===== src/sscif_pkg.sv =====
// Behaviour
// [RULE1] data and clock levels need three equal samples
// [RULE2] chip select level needs two equal samples
// [RULE3] every word is sixteen shifted bits, both directions
// [RULE4] a transfer runs from chip select falling to its next rise
// [RULE5] a request is answered during the next transfer
// [RULE6] first word after reset is the primary status value
// [RULE7] odd parity in bit zero, always generated when sending
// [RULE8] received parity ignored while checking is disabled
// [RULE9] fixed-value commands need correct parity regardless, else spi error
// [RULE10] bad request discarded, error flag set, answer flags invalid message
// [RULE11] parity error, wrong length or unknown encoding raise spi error
// [RULE12] mode-illegal command or secondary read while busy raise spi error
// [RULE13] read or write to an invalid address raises spi error
// [RULE14] invalid-message answer otherwise carries the primary status
// [RULE15] master should hard-reset the device on persistent invalid answers
// [RULE16] configuration entry 0x1880 only in default or error mode
// [RULE17] verification entry 0x1140 only in configuration mode
// [RULE18] configuration exit 0x1220 only in configuration mode
// [RULE19] no-op 0x1410 valid in every mode, still checked
// [RULE20] read decodes address in bits 11..7, answer returns register value
// [RULE21] upper write loads only the upper byte of the write buffer
// [RULE22] lower write fills low byte, copies buffer to register, clears buffer
// [RULE23] chip select is active low
// [RULE24] output shifts msb first on rising, input captured on falling clock
// [RULE25] at frame end, edge counts must match and be multiples of sixteen
// [RULE26] with chip select inactive, clock and data ignored, output released
// [RULE27] write buffer is zero after reset
package sscif_pkg;
    localparam int          WORD_W        = 16;
    localparam int          CNT_W         = 10;
    localparam int          ADDR_W        = 5;
    localparam int          MODE_W        = 3;
    localparam int          DATA_SAMPLES  = 3;
    localparam int          CS_SAMPLES    = 2;
    localparam int          ADDR_MSB      = 11;
    localparam int          ADDR_LSB      = 7;
    localparam int          LMI_BIT       = 15;
    localparam logic [15:0] CFG_ENTRY_W   = 16'h1880;
    localparam logic [15:0] VERIF_ENTRY_W = 16'h1140;
    localparam logic [15:0] CFG_EXIT_W    = 16'h1220;
    localparam logic [15:0] NOP_W         = 16'h1410;
    localparam logic [15:0] READ_MASK     = 16'hF07E;
    localparam logic [15:0] READ_PAT      = 16'h002A;
    localparam logic [15:0] WRH_MASK      = 16'hFE00;
    localparam logic [15:0] WRH_PAT       = 16'h4400;
    localparam logic [15:0] WRL_MASK      = 16'hF000;
    localparam logic [15:0] WRL_PAT       = 16'hA000;
    localparam logic [15:0] WBUF_RST      = 16'h0000;
    localparam logic [15:0] WORD_RST      = 16'h0000;
    localparam logic [4:0]  ADDR_RST      = 5'h00;
    localparam logic [CNT_W-1:0] CNT_RST  = 10'h000;
    localparam logic [2:0]  MODE_DEFAULT  = 3'h0;
    localparam logic [2:0]  MODE_ERROR    = 3'h1;
    localparam logic [2:0]  MODE_CONFIG   = 3'h2;
    localparam logic [2:0]  MODE_CONFIGD  = 3'h3;

    typedef enum logic [2:0] {
        CMD_NONE,
        CMD_CFG_ENTRY,
        CMD_VERIF_ENTRY,
        CMD_CFG_EXIT,
        CMD_NOP,
        CMD_READ,
        CMD_WRITE_UPPER,
        CMD_WRITE_LOWER
    } sscif_cmd_t;

    typedef enum logic [1:0] {
        ANS_STATUS,
        ANS_DATA,
        ANS_INVALID
    } sscif_ans_t;

    // parity over the payload bits
    function automatic logic sscif_parity(input logic [14:0] payload);
        sscif_parity = ~(^payload);
    endfunction

    // a full word carries odd parity when its xor is one
    function automatic logic sscif_parity_ok(input logic [15:0] word);
        sscif_parity_ok = ^word;
    endfunction
endpackage


===== src/sscif_slave.sv =====
`timescale 1ns/10ps
`default_nettype none
module sscif_slave (
    input  wire logic        clk,
    input  wire logic        srst,
    input  wire logic        clk_en,
    // serial pins
    input  wire logic        chip_select_n,
    input  wire logic        sclk,
    input  wire logic        sdi,
    output logic             sdo_out,
    output logic             sdo_oe,
    // device state
    input  wire logic [15:0] primary_status_reg,
    input  wire logic        parity_check_enable,
    input  wire logic [2:0]  op_mode,
    input  wire logic        sec_read_busy,
    // address checks for req_addr
    input  wire logic        addr_read_allowed,
    input  wire logic        addr_write_allowed,
    input  wire logic        addr_is_secondary,
    input  wire logic [15:0] reg_rd_data,
    // requests out
    output logic [4:0]       req_addr,
    output logic             reg_rd_strobe,
    output logic             reg_wr_strobe,
    output logic [15:0]      reg_wr_data,
    output logic             cfg_entry_cmd,
    output logic             verif_entry_cmd,
    output logic             cfg_exit_cmd,
    // sticky error
    output logic             spi_error_flag,
    input  wire logic        spi_error_clear
);
    typedef enum logic [1:0] {
        ST_IDLE,
        ST_ACTIVE,
        ST_CHECK
    } sscif_state_t;

    sscif_state_t           state_reg;
    logic                   cs_n_f;
    logic                   sclk_f;
    logic                   sdi_f;
    logic                   cs_prev_reg;
    logic                   sclk_prev_reg;
    logic                   cs_fall;
    logic                   cs_rise;
    logic                   sclk_rise;
    logic                   sclk_fall;
    logic [15:0]            shift_reg;
    logic [15:0]            req_word_reg;
    logic                   frame_ok_reg;
    logic [sscif_pkg::CNT_W-1:0] rise_cnt_reg;
    logic [sscif_pkg::CNT_W-1:0] fall_cnt_reg;
    logic                   counts_ok;
    logic [15:0]            wbuf_reg;
    logic [15:0]            ans_data_reg;
    sscif_pkg::sscif_ans_t  ans_sel_reg;
    logic [15:0]            ans_value;
    logic [15:0]            ans_word;
    sscif_pkg::sscif_cmd_t  cmd;
    logic                   fixed_cmd;
    logic [4:0]             dec_addr;
    logic [7:0]             dec_upper;
    logic [5:0]             dec_lower;
    logic                   parity_err;
    logic                   mode_err;
    logic                   addr_err;
    logic                   req_err;
    logic                   in_check;

    // select filter shorter than clock and data
    sscif_debounce #(
        .SAMPLES (sscif_pkg::CS_SAMPLES),
        .RST_VAL (1'b1)
    ) u_cs_filt (
        .clk       (clk),
        .srst      (srst),
        .clk_en    (clk_en),
        .pin_in    (chip_select_n),
        .level_out (cs_n_f)
    );

    sscif_debounce #(
        .SAMPLES (sscif_pkg::DATA_SAMPLES),
        .RST_VAL (1'b0)
    ) u_sclk_filt (
        .clk       (clk),
        .srst      (srst),
        .clk_en    (clk_en),
        .pin_in    (sclk),
        .level_out (sclk_f)
    );

    sscif_debounce #(
        .SAMPLES (sscif_pkg::DATA_SAMPLES),
        .RST_VAL (1'b0)
    ) u_sdi_filt (
        .clk       (clk),
        .srst      (srst),
        .clk_en    (clk_en),
        .pin_in    (sdi),
        .level_out (sdi_f)
    );

    sscif_decode u_decode (
        .word       (req_word_reg),
        .cmd        (cmd),
        .fixed_cmd  (fixed_cmd),
        .addr       (dec_addr),
        .upper_byte (dec_upper),
        .lower_bits (dec_lower)
    );

    // edge history of the filtered levels
    always_ff @(posedge clk) begin
        if (srst) begin
            cs_prev_reg   <= 1'b1;
            sclk_prev_reg <= 1'b0;
        end else if (clk_en) begin
            cs_prev_reg   <= cs_n_f;
            sclk_prev_reg <= sclk_f;
        end
    end

    // clock edges count only inside a transfer
    assign cs_fall   = cs_prev_reg & ~cs_n_f; // [RULE23]
    assign cs_rise   = ~cs_prev_reg & cs_n_f;
    assign sclk_rise = (state_reg == ST_ACTIVE) & ~cs_n_f & sclk_f & ~sclk_prev_reg; // [RULE26]
    assign sclk_fall = (state_reg == ST_ACTIVE) & ~cs_n_f & ~sclk_f & sclk_prev_reg; // [RULE26]
    assign in_check  = (state_reg == ST_CHECK);

    // idle, shifting, one evaluation cycle
    always_ff @(posedge clk) begin
        if (srst) begin
            state_reg <= ST_IDLE;
        end else if (clk_en) begin
            case (state_reg)
                ST_IDLE: begin
                    if (cs_fall) begin
                        state_reg <= ST_ACTIVE; // [RULE4]
                    end
                end
                ST_ACTIVE: begin
                    if (cs_rise) begin
                        state_reg <= ST_CHECK; // [RULE4]
                    end
                end
                ST_CHECK: begin
                    state_reg <= ST_IDLE;
                end
                default: begin
                    state_reg <= ST_IDLE;
                end
            endcase
        end
    end

    // pending answer, parity regenerated
    always_comb begin
        case (ans_sel_reg)
            sscif_pkg::ANS_DATA: begin
                ans_value = ans_data_reg; // [RULE5]
            end
            sscif_pkg::ANS_INVALID: begin
                ans_value = primary_status_reg; // [RULE14]
                ans_value[sscif_pkg::LMI_BIT] = 1'b1; // [RULE10]
            end
            default: begin
                ans_value = primary_status_reg;
            end
        endcase
        ans_word = {ans_value[15:1], sscif_pkg::sscif_parity(ans_value[15:1])}; // [RULE7]
    end

    // one register both ways, so a daisy chain passes words through
    always_ff @(posedge clk) begin
        if (srst) begin
            shift_reg <= sscif_pkg::WORD_RST;
        end else if (clk_en) begin
            if (state_reg == ST_IDLE && cs_fall) begin
                shift_reg <= ans_word; // [RULE5]
            end else if (sclk_fall) begin
                shift_reg <= {shift_reg[14:0], sdi_f}; // [RULE24]
            end
        end
    end

    // msb presented as soon as the transfer opens
    always_ff @(posedge clk) begin
        if (srst) begin
            sdo_out <= 1'b0;
        end else if (clk_en) begin
            if (state_reg == ST_IDLE && cs_fall) begin
                sdo_out <= ans_word[15];
            end else if (sclk_rise) begin
                sdo_out <= shift_reg[15]; // [RULE24]
            end
        end
    end

    // released while deselected
    assign sdo_oe = ~cs_n_f & (state_reg == ST_ACTIVE); // [RULE26]

    // edge counters restart per transfer
    always_ff @(posedge clk) begin
        if (srst) begin
            rise_cnt_reg <= sscif_pkg::CNT_RST;
            fall_cnt_reg <= sscif_pkg::CNT_RST;
        end else if (clk_en) begin
            if (state_reg == ST_IDLE && cs_fall) begin
                rise_cnt_reg <= sscif_pkg::CNT_RST;
                fall_cnt_reg <= sscif_pkg::CNT_RST;
            end else begin
                if (sclk_rise) begin
                    rise_cnt_reg <= rise_cnt_reg + 1'b1;
                end
                if (sclk_fall) begin
                    fall_cnt_reg <= fall_cnt_reg + 1'b1;
                end
            end
        end
    end

    // an empty transfer counts as wrong length
    assign counts_ok = (rise_cnt_reg == fall_cnt_reg)
                     & (rise_cnt_reg[3:0] == 4'h0)
                     & (rise_cnt_reg != sscif_pkg::CNT_RST); // [RULE25] [RULE3]

    // last sixteen bits in are this device's request
    always_ff @(posedge clk) begin
        if (srst) begin
            req_word_reg <= sscif_pkg::WORD_RST;
            frame_ok_reg <= 1'b0;
            req_addr     <= sscif_pkg::ADDR_RST;
        end else if (clk_en) begin
            if (state_reg == ST_ACTIVE && cs_rise) begin
                req_word_reg <= shift_reg;
                frame_ok_reg <= counts_ok; // [RULE25]
                req_addr     <= shift_reg[sscif_pkg::ADDR_MSB:sscif_pkg::ADDR_LSB];
            end
        end
    end

    // fixed words always need good parity
    assign parity_err = ~sscif_pkg::sscif_parity_ok(req_word_reg)
                      & (parity_check_enable | fixed_cmd); // [RULE8] [RULE9] [RULE11]

    // operating mode admission per command
    always_comb begin
        case (cmd)
            sscif_pkg::CMD_CFG_ENTRY: begin
                mode_err = (op_mode != sscif_pkg::MODE_DEFAULT)
                         & (op_mode != sscif_pkg::MODE_ERROR); // [RULE16] [RULE12]
            end
            sscif_pkg::CMD_VERIF_ENTRY: begin
                mode_err = (op_mode != sscif_pkg::MODE_CONFIG); // [RULE17] [RULE12]
            end
            sscif_pkg::CMD_CFG_EXIT: begin
                mode_err = (op_mode != sscif_pkg::MODE_CONFIG); // [RULE18] [RULE12]
            end
            sscif_pkg::CMD_READ: begin
                mode_err = addr_is_secondary & sec_read_busy; // [RULE12]
            end
            default: begin
                mode_err = 1'b0; // [RULE19]
            end
        endcase
    end

    // address legality judged outside
    always_comb begin
        case (cmd)
            sscif_pkg::CMD_READ: begin
                addr_err = ~addr_read_allowed; // [RULE13]
            end
            sscif_pkg::CMD_WRITE_LOWER: begin
                addr_err = ~addr_write_allowed; // [RULE13]
            end
            default: begin
                addr_err = 1'b0;
            end
        endcase
    end

    assign req_err = ~frame_ok_reg | parity_err | mode_err | addr_err
                   | (cmd == sscif_pkg::CMD_NONE); // [RULE11]

    // next answer selection; status answer right after reset
    always_ff @(posedge clk) begin
        if (srst) begin
            ans_sel_reg  <= sscif_pkg::ANS_STATUS; // [RULE6]
            ans_data_reg <= sscif_pkg::WORD_RST;
        end else if (clk_en) begin
            if (in_check) begin
                if (req_err) begin
                    ans_sel_reg <= sscif_pkg::ANS_INVALID; // [RULE10]
                end else if (cmd == sscif_pkg::CMD_READ) begin
                    ans_sel_reg  <= sscif_pkg::ANS_DATA; // [RULE20]
                    ans_data_reg <= reg_rd_data;
                end else begin
                    ans_sel_reg <= sscif_pkg::ANS_STATUS;
                end
            end
        end
    end

    // write buffer; a rejected request leaves it untouched
    always_ff @(posedge clk) begin
        if (srst) begin
            wbuf_reg <= sscif_pkg::WBUF_RST; // [RULE27]
        end else if (clk_en) begin
            if (in_check && !req_err) begin
                if (cmd == sscif_pkg::CMD_WRITE_UPPER) begin
                    wbuf_reg[15:8] <= dec_upper; // [RULE21]
                end else if (cmd == sscif_pkg::CMD_WRITE_LOWER) begin
                    wbuf_reg <= sscif_pkg::WBUF_RST; // [RULE22]
                end
            end
        end
    end

    // register commit; the two lowest data bits have no field and stay zero
    always_ff @(posedge clk) begin
        if (srst) begin
            reg_wr_strobe <= 1'b0;
            reg_wr_data   <= sscif_pkg::WORD_RST;
        end else if (clk_en) begin
            reg_wr_strobe <= in_check & ~req_err & (cmd == sscif_pkg::CMD_WRITE_LOWER);
            if (in_check && !req_err && cmd == sscif_pkg::CMD_WRITE_LOWER) begin
                reg_wr_data <= {wbuf_reg[15:8], dec_lower, 2'b00}; // [RULE22]
            end
        end
    end

    // one-cycle command pulses
    always_ff @(posedge clk) begin
        if (srst) begin
            reg_rd_strobe   <= 1'b0;
            cfg_entry_cmd   <= 1'b0;
            verif_entry_cmd <= 1'b0;
            cfg_exit_cmd    <= 1'b0;
        end else if (clk_en) begin
            reg_rd_strobe   <= in_check & ~req_err & (cmd == sscif_pkg::CMD_READ);
            cfg_entry_cmd   <= in_check & ~req_err & (cmd == sscif_pkg::CMD_CFG_ENTRY);
            verif_entry_cmd <= in_check & ~req_err & (cmd == sscif_pkg::CMD_VERIF_ENTRY);
            cfg_exit_cmd    <= in_check & ~req_err & (cmd == sscif_pkg::CMD_CFG_EXIT);
        end
    end

    // sticky error; a new error wins over a clear
    always_ff @(posedge clk) begin
        if (srst) begin
            spi_error_flag <= 1'b0;
        end else if (clk_en) begin
            if (in_check && req_err) begin
                spi_error_flag <= 1'b1; // [RULE10]
            end else if (spi_error_clear) begin
                spi_error_flag <= 1'b0;
            end
        end
    end
endmodule
`default_nettype wire


===== src/sscif_debounce.sv =====
`timescale 1ns/10ps
`default_nettype none
module sscif_debounce #(
    parameter int   SAMPLES = 3,
    parameter logic RST_VAL = 1'b0
) (
    input  wire logic clk,
    input  wire logic srst,
    input  wire logic clk_en,
    input  wire logic pin_in,
    output logic      level_out
);
    logic       sync1_reg;
    logic       sync2_reg;
    logic [2:0] same_cnt_reg;

    // two-stage synchroniser
    always_ff @(posedge clk) begin
        if (srst) begin
            sync1_reg <= RST_VAL;
            sync2_reg <= RST_VAL;
        end else if (clk_en) begin
            sync1_reg <= pin_in;
            sync2_reg <= sync1_reg;
        end
    end

    // new level taken only after SAMPLES equal samples; shorter pulses drop out
    always_ff @(posedge clk) begin
        if (srst) begin
            level_out    <= RST_VAL;
            same_cnt_reg <= 3'h0;
        end else if (clk_en) begin
            if (sync2_reg == level_out) begin
                same_cnt_reg <= 3'h0;
            end else if (same_cnt_reg == 3'(SAMPLES - 1)) begin
                level_out    <= sync2_reg; // [RULE1] [RULE2]
                same_cnt_reg <= 3'h0;
            end else begin
                same_cnt_reg <= same_cnt_reg + 3'h1;
            end
        end
    end
endmodule
`default_nettype wire


===== src/sscif_decode.sv =====
`timescale 1ns/10ps
`default_nettype none
module sscif_decode (
    input  wire logic [15:0]        word,
    output sscif_pkg::sscif_cmd_t   cmd,
    output logic                    fixed_cmd,
    output logic [4:0]              addr,
    output logic [7:0]              upper_byte,
    output logic [5:0]              lower_bits
);
    // fields common to every command
    assign addr       = word[sscif_pkg::ADDR_MSB:sscif_pkg::ADDR_LSB];
    assign upper_byte = word[8:1];
    assign lower_bits = word[6:1];

    // fixed words compare without parity bit
    always_comb begin
        cmd       = sscif_pkg::CMD_NONE;
        fixed_cmd = 1'b1;
        if (word[15:1] == sscif_pkg::CFG_ENTRY_W[15:1]) begin
            cmd = sscif_pkg::CMD_CFG_ENTRY; // [RULE16]
        end else if (word[15:1] == sscif_pkg::VERIF_ENTRY_W[15:1]) begin
            cmd = sscif_pkg::CMD_VERIF_ENTRY; // [RULE17]
        end else if (word[15:1] == sscif_pkg::CFG_EXIT_W[15:1]) begin
            cmd = sscif_pkg::CMD_CFG_EXIT; // [RULE18]
        end else if (word[15:1] == sscif_pkg::NOP_W[15:1]) begin
            cmd = sscif_pkg::CMD_NOP; // [RULE19]
        end else begin
            fixed_cmd = 1'b0;
            if ((word & sscif_pkg::READ_MASK) == sscif_pkg::READ_PAT) begin
                cmd = sscif_pkg::CMD_READ; // [RULE20]
            end else if ((word & sscif_pkg::WRH_MASK) == sscif_pkg::WRH_PAT) begin
                cmd = sscif_pkg::CMD_WRITE_UPPER; // [RULE21]
            end else if ((word & sscif_pkg::WRL_MASK) == sscif_pkg::WRL_PAT) begin
                cmd = sscif_pkg::CMD_WRITE_LOWER; // [RULE22]
            end
        end
    end
endmodule
`default_nettype wire


===== config.mk =====
export PLATFORM = sky130hd
export DESIGN_NAME = sscif_slave
export DESIGN_NICKNAME = d
export VERILOG_FILES = /design/src/sscif_pkg.sv /design/src/sscif_slave.sv /design/src/sscif_debounce.sv /design/src/sscif_decode.sv
export SDC_FILE = /design/constraint.sdc
export NUM_CORES = 1
export LEC_CHECK = 0
export BUFFER_PORTS_ARGS = -buffer_cell sky130_fd_sc_hd__buf_2
export CAP_MARGIN = 20
export CORE_MARGIN = 1
export CORE_UTILIZATION = 55
export DETAILED_ROUTE_END_ITERATION = 10
export PLACE_DENSITY = 0.78
export RECOVER_POWER = 100
export SKIP_LAST_GASP = 1
export SYNTH_ARGS = -nofsm -noshare
export SYNTH_HDL_FRONTEND = slang
export SYNTH_SLANG_ARGS = --single-unit
export TNS_END_PERCENT = 1

===== constraint.sdc =====
create_clock -name clk -period 5.2 [get_ports clk]
set_clock_uncertainty 0.2 [all_clocks]
set_input_delay 1.56 -clock clk [delete_from_list [all_inputs] [get_ports clk]]
set_output_delay 1.56 -clock clk [all_outputs]
set_load 0.005 [all_outputs]

Word level (Yosys, flattened, before mapping)
Cells that the tools add are included.
- register bits after elaboration: 127
- word-level logic and storage cells: 168
- output and inout bits: 29
- bits of input ports: 47
- eq/ne operators: 28
- add/sub/neg operators: 5
- multiplexer cells: 37
- reductions and logical operators: 30
- bitwise gates (word level): 36
- operators with widths (cell ; number):
    $eq 15x12->1 const B ; 4
    $mux 16 ; 3
    $mux 10 ; 4
    $mux 3 ; 13
    $pmux 16 s2 ; 1
    $add 10x1->10 const B ; 2
    $and 1x1->1 ; 18
    $reduce_xor 16->1 ; 1
    $reduce_and 3->1 ; 5
    $reduce_xor 15->1 ; 1
    $not 1->1 ; 13
    $eq 3x2->1 const B ; 4
    $reduce_and 2->1 ; 6
    $eq 10x10->1 ; 1
    $eq 10x5->1 const B ; 1
    $reduce_bool 10->1 ; 1
    $add 3x1->3 const B ; 3
    $eq 3x3->1 const B ; 3
    $mux 1 ; 9
    $mux 8 ; 1
    $reduce_bool 2->1 ; 4
    $eq 7x6->1 const B ; 1
    $eq 3x1->1 const B ; 2
    $mux 2 ; 3
    19 further kinds ; 32

Logic depth before layout (Yosys ltp)
- depth after elaboration: 18
- mapped depth: 11
- gate-level depth less buffers: 9

Hierarchy
Synthesis repeated with hierarchy kept, for this count alone.
- cells, all modules: 740
- area total of the unflattened synthesis: 6331.1 um^2
- by module, submodules not included (module ; area an instance (um^2) ; seq. area each (um^2) ; cells each ; times used):
    sscif_slave ; 5158.7 ; 2062.0 ; 603 ; 1
    sscif_debounce at u_sclk_filt ... ; 276.5 ; 120.1 ; 29 ; 2
    sscif_decode ; 341.6 ; 0.0 ; 50 ; 1
    sscif_debounce at u_cs_filt ; 277.8 ; 120.1 ; 29 ; 1

Worst setup path after synthesis
OpenSTA, ideal clock, no wires.
- path kind: in2reg
- start point: input port clk_en
- end point: register req_addr[0]
- cell stages on the path: 6
- required time: 4.872 ns
- path slack: 1.982 ns
- buffers on the path: 2
- setup time: 0.128 ns
- arrival time: 2.890 ns
- cell sequence: nand2_1 -> nor3_1 -> buf_1 -> clkbuf_1 -> mux2i_1 -> nor2_1
- word-level cells in the longest chain between the ends: 1
- RTL lines (element ; RTL line ; text):
    start, declared ; sscif_slave.sv:6 ; input wire logic clk_en,
    $reduce_and 2->1 (no source line) ; -- ;
    end signal, assigned ; sscif_slave.sv:236 ; req_addr <= sscif_pkg::ADDR_RST;
    end signal, assigned ; sscif_slave.sv:241 ; req_addr <= shift_reg[sscif_pkg::ADDR_MSB:sscif_pkg::ADDR_LSB];
    end, declared ; sscif_slave.sv:24 ; output logic [4:0] req_addr,
No other way between the ends.
A chain may end at the register's enable or synchronous reset.

Final worst setup path
- start point: input port clk_en
- end point: register wbuf_reg[8]
- word-level cells in the longest chain between the ends: 1
- RTL lines (element ; RTL line ; text):
    $reduce_and 3->1 (no source line) ; -- ;
    end signal, assigned ; sscif_slave.sv:312 ; wbuf_reg <= sscif_pkg::WBUF_RST;
    end signal, assigned ; sscif_slave.sv:316 ; wbuf_reg[15:8] <= dec_upper;
    end signal, assigned ; sscif_slave.sv:318 ; wbuf_reg <= sscif_pkg::WBUF_RST;
    end, declared ; sscif_slave.sv:57 ; logic [15:0] wbuf_reg;
No other way between the ends.

==> flow_summary.toml <==
[finish]
layout-area-overhead-vs-synth_pct = 15.6
max_ffs_per_register = 16
seqCellArea_sq_mm = 0.00242
final_layout_size_suffix_gt1_share_pct = 14.1
num-fill-cells = 825
layout.cells.non_filler = 868
nets = 775
diodes = 0
area_of_the_multi_input_gates_sq_mm = 0.00316

[die]
die_w_um = 105
floorplan.io_pins = 76
fp.dieArea_sq_mm = 0.0111
coreArea_sq_mm = 0.0103
floorplan.die.height_um = 105
initial_core_util_pct = 56.8
placementRows = 37

[logic_synthesis]
synth_enable_flop_cells = 0
synth_area_leaders = "dfxtp_1, mux2i_1, nor2_1, nand2_1, xnor2_1"
synth_commonest_cells = "dfxtp_1, nor2_1, nand2_1, mux2i_1, a21oi_1"
synthesis.area_per_instance_sq_um = 8.80
synth.ff_latch_count = 121
ys.flop_type = "dfxtp_1"
yosysWarningCount = 0
seq_area_frac_synth_pct = 41.3
yosys.cell_count.top_type = "dfxtp_1"
synth_top_area_share_pct = 41.3
synth-async-reset-ratio_pct = 0
yosysUniqueCellTypes = 61
netlist_instances = 666
syn_area_sq_mm = 0.00586
yosys.area.top_type = "dfxtp_1"

[pwr]
share_comb_of_total_power_pct = 3.8
power_per_cell_area_mw_per_mm2 = 322
total_power_w = 0.00218
clkPwrFrac_pct = 53.5
cell_internal_pwr_w = 0.00170
vdd.ir_drop.worst_mv = 0.176
static-leakage-power_nw = 2.69
switching_power_w = 0.000485
sw_frac_of_total_pct = 22.2
power.share.sequential_pct = 42.7

[global_routing]
grt_max_degree = 59
grt_antenna_before_repair = 0
grt.total_usage_pct = 24.6
via_count_of_the_first_global_routing_pass = 4665
grt_first_pass_wirelength_mm = 21.9
grt_overflow = 0

[placed_design]
routabilityCongestion = 0.851
post-dp-hpwl_mm = 8.84
placement.io_buffers = 71
total_instance_count_after_detailed_placement = 836

[sta]
maxClockFrequency_mhz = 254
tcrit_tclk_final_pct = 75.6
timing.final.max_slew_violations = 0
period_minus_slack_ps = 3930
grt_setup_unrepaired = "no"
report.final.hold_viol_count = 0
timing.final.setup_violations = 0
worstMarginPinSlew_ps = 1360
max_slew_margin_pct = 9.45
setup-tns-final_ps = 0

[route]
drt_wl_cell_um = 14.9
antenna_left = 0
first_iter_violations = 280
wl_mm = 13.0
vias = 4844
route.detailed.drc = 0
vias_per_cell = 5.58
drt_pre_antenna_iters = 4

[cts]
cts.path.max_buffers = 2
cts-resized-gates = 0
cts_max_level = 4
cts_tree = "built"
post_cts_buffers = 0
tritoncts_num_sinks = 121
tritoncts.num_buffers = 17
clk_pin_slew_ps = 60
worst_skew_pair.late_latency_ps = 520
clockRootBuffer = "clkbuf_8"
ctsHoldBuffers = 0

[setup_path]
r2r_setup_slack_ps = 1690
cp-end-kind = "flip-flop"
path_class = "in2reg"
worst_setup_path_start_kind = "input port"
worstPathRequired_ps = 5430
cp.arrival_ps = 4160
timing.critical_path.fanout_max = 24

[run]
max_capacitance_violation_total = 0

[outcome]
result_of_the_run = "finished, final reports clean"

[min_path]
class_of_the_most_critical_hold_timing_path = "reg2reg"
==> path summary, 6_finish.rpt <==
kind         cells past startpoint              end       startpoint
max                              7      wbuf_reg[8]           clk_en
min                              2   reg_wr_data[9]   reg_wr_data[9]
max reg2reg                      8  ans_data_reg[1]  req_word_reg[6]
min reg2reg                      2   reg_wr_data[9]   reg_wr_data[9]
==> cell families after synthesis <==
family,after synthesis,share of synthesized area (%)
fa+ha+maj,9,1.92
compound gates,103,11.3
other cells,1,0.0640
xor+xnor,47,7.49
flops,121,41.3
simple gates,257,21.4
buf+inv,60,4.87
mux,68,11.6
==> cell usage in the layout, fill, tap and decap left out, drive strengths merged, types with 15 or more instances in the layout <==
master	n
dfxtp	121
nor2	100
nand2	73
mux2i	67
buf	58
a21oi	40
clkbuf	37
xnor2	30
inv	19
a22oi	17
xor2	15
==> power by group through the flow <==
| stage | logic (W) | registers [W] | clock network [W] |
|---|---|---|---|
| 6_report | 0.0000824 | 0.000932 | 0.00117 |
| 5_1_grt | 0.0000906 | 0.000932 | 0.00123 |
| 4_1_cts | 0.0000827 | 0.000932 | 0.00118 |
| 3_5_place_dp | 0.0000822 | 0.000952 | 0 |
| 3_3_place_gp | 0.0000807 | 0.000952 | 0 |
| 2_1_floorplan | 0.0000565 | 0.000952 | 0 |
==> final cells by class <==
class | instances | area share, %
Tap cell | 136 | 2.51
Inverter | 16 | 0.886
Clock buffer | 18 | 6.17
Clock inverter | 14 | 2.55
Multi-Input combinational cell | 486 | 46.7
Timing Repair Buffer | 77 | 5.45
Sequential cell | 121 | 35.8
==> metal layers <==
metal  global-route usage [%]  vias to the layer above  share of wire [%]
met5                        0                        -                  0
li1                         -                     2422                  -
met3                     5.69                       19                4.6
met2                     40.2                      127                 47
met4                     8.25                        0                1.4
met1                     31.9                     2276                 47
==> worst max-delay path, stage by stage <==
cell,delay (ps)
clkbuf_1,120
clkbuf_1,910
nand3b_1,280
nor2_1,190
and3_1,290
and3_1,510
mux2i_1,280
==> per-stage QoR <==
stage	hold WS [ps]	utilization (%)	setup slack (ps)	area, sq um
4_1_cts	256	66.1	1990	6820
3_5_place_dp	248	60.3	1450	6230
2_1_floorplan	241	-	1980	5870
3_3_place_gp	240	60.3	1580	6230
6_report	258	65.6	1270	6780
5_1_grt	286	65.6	1010	6780
Power figures use the tool's default switching activity.
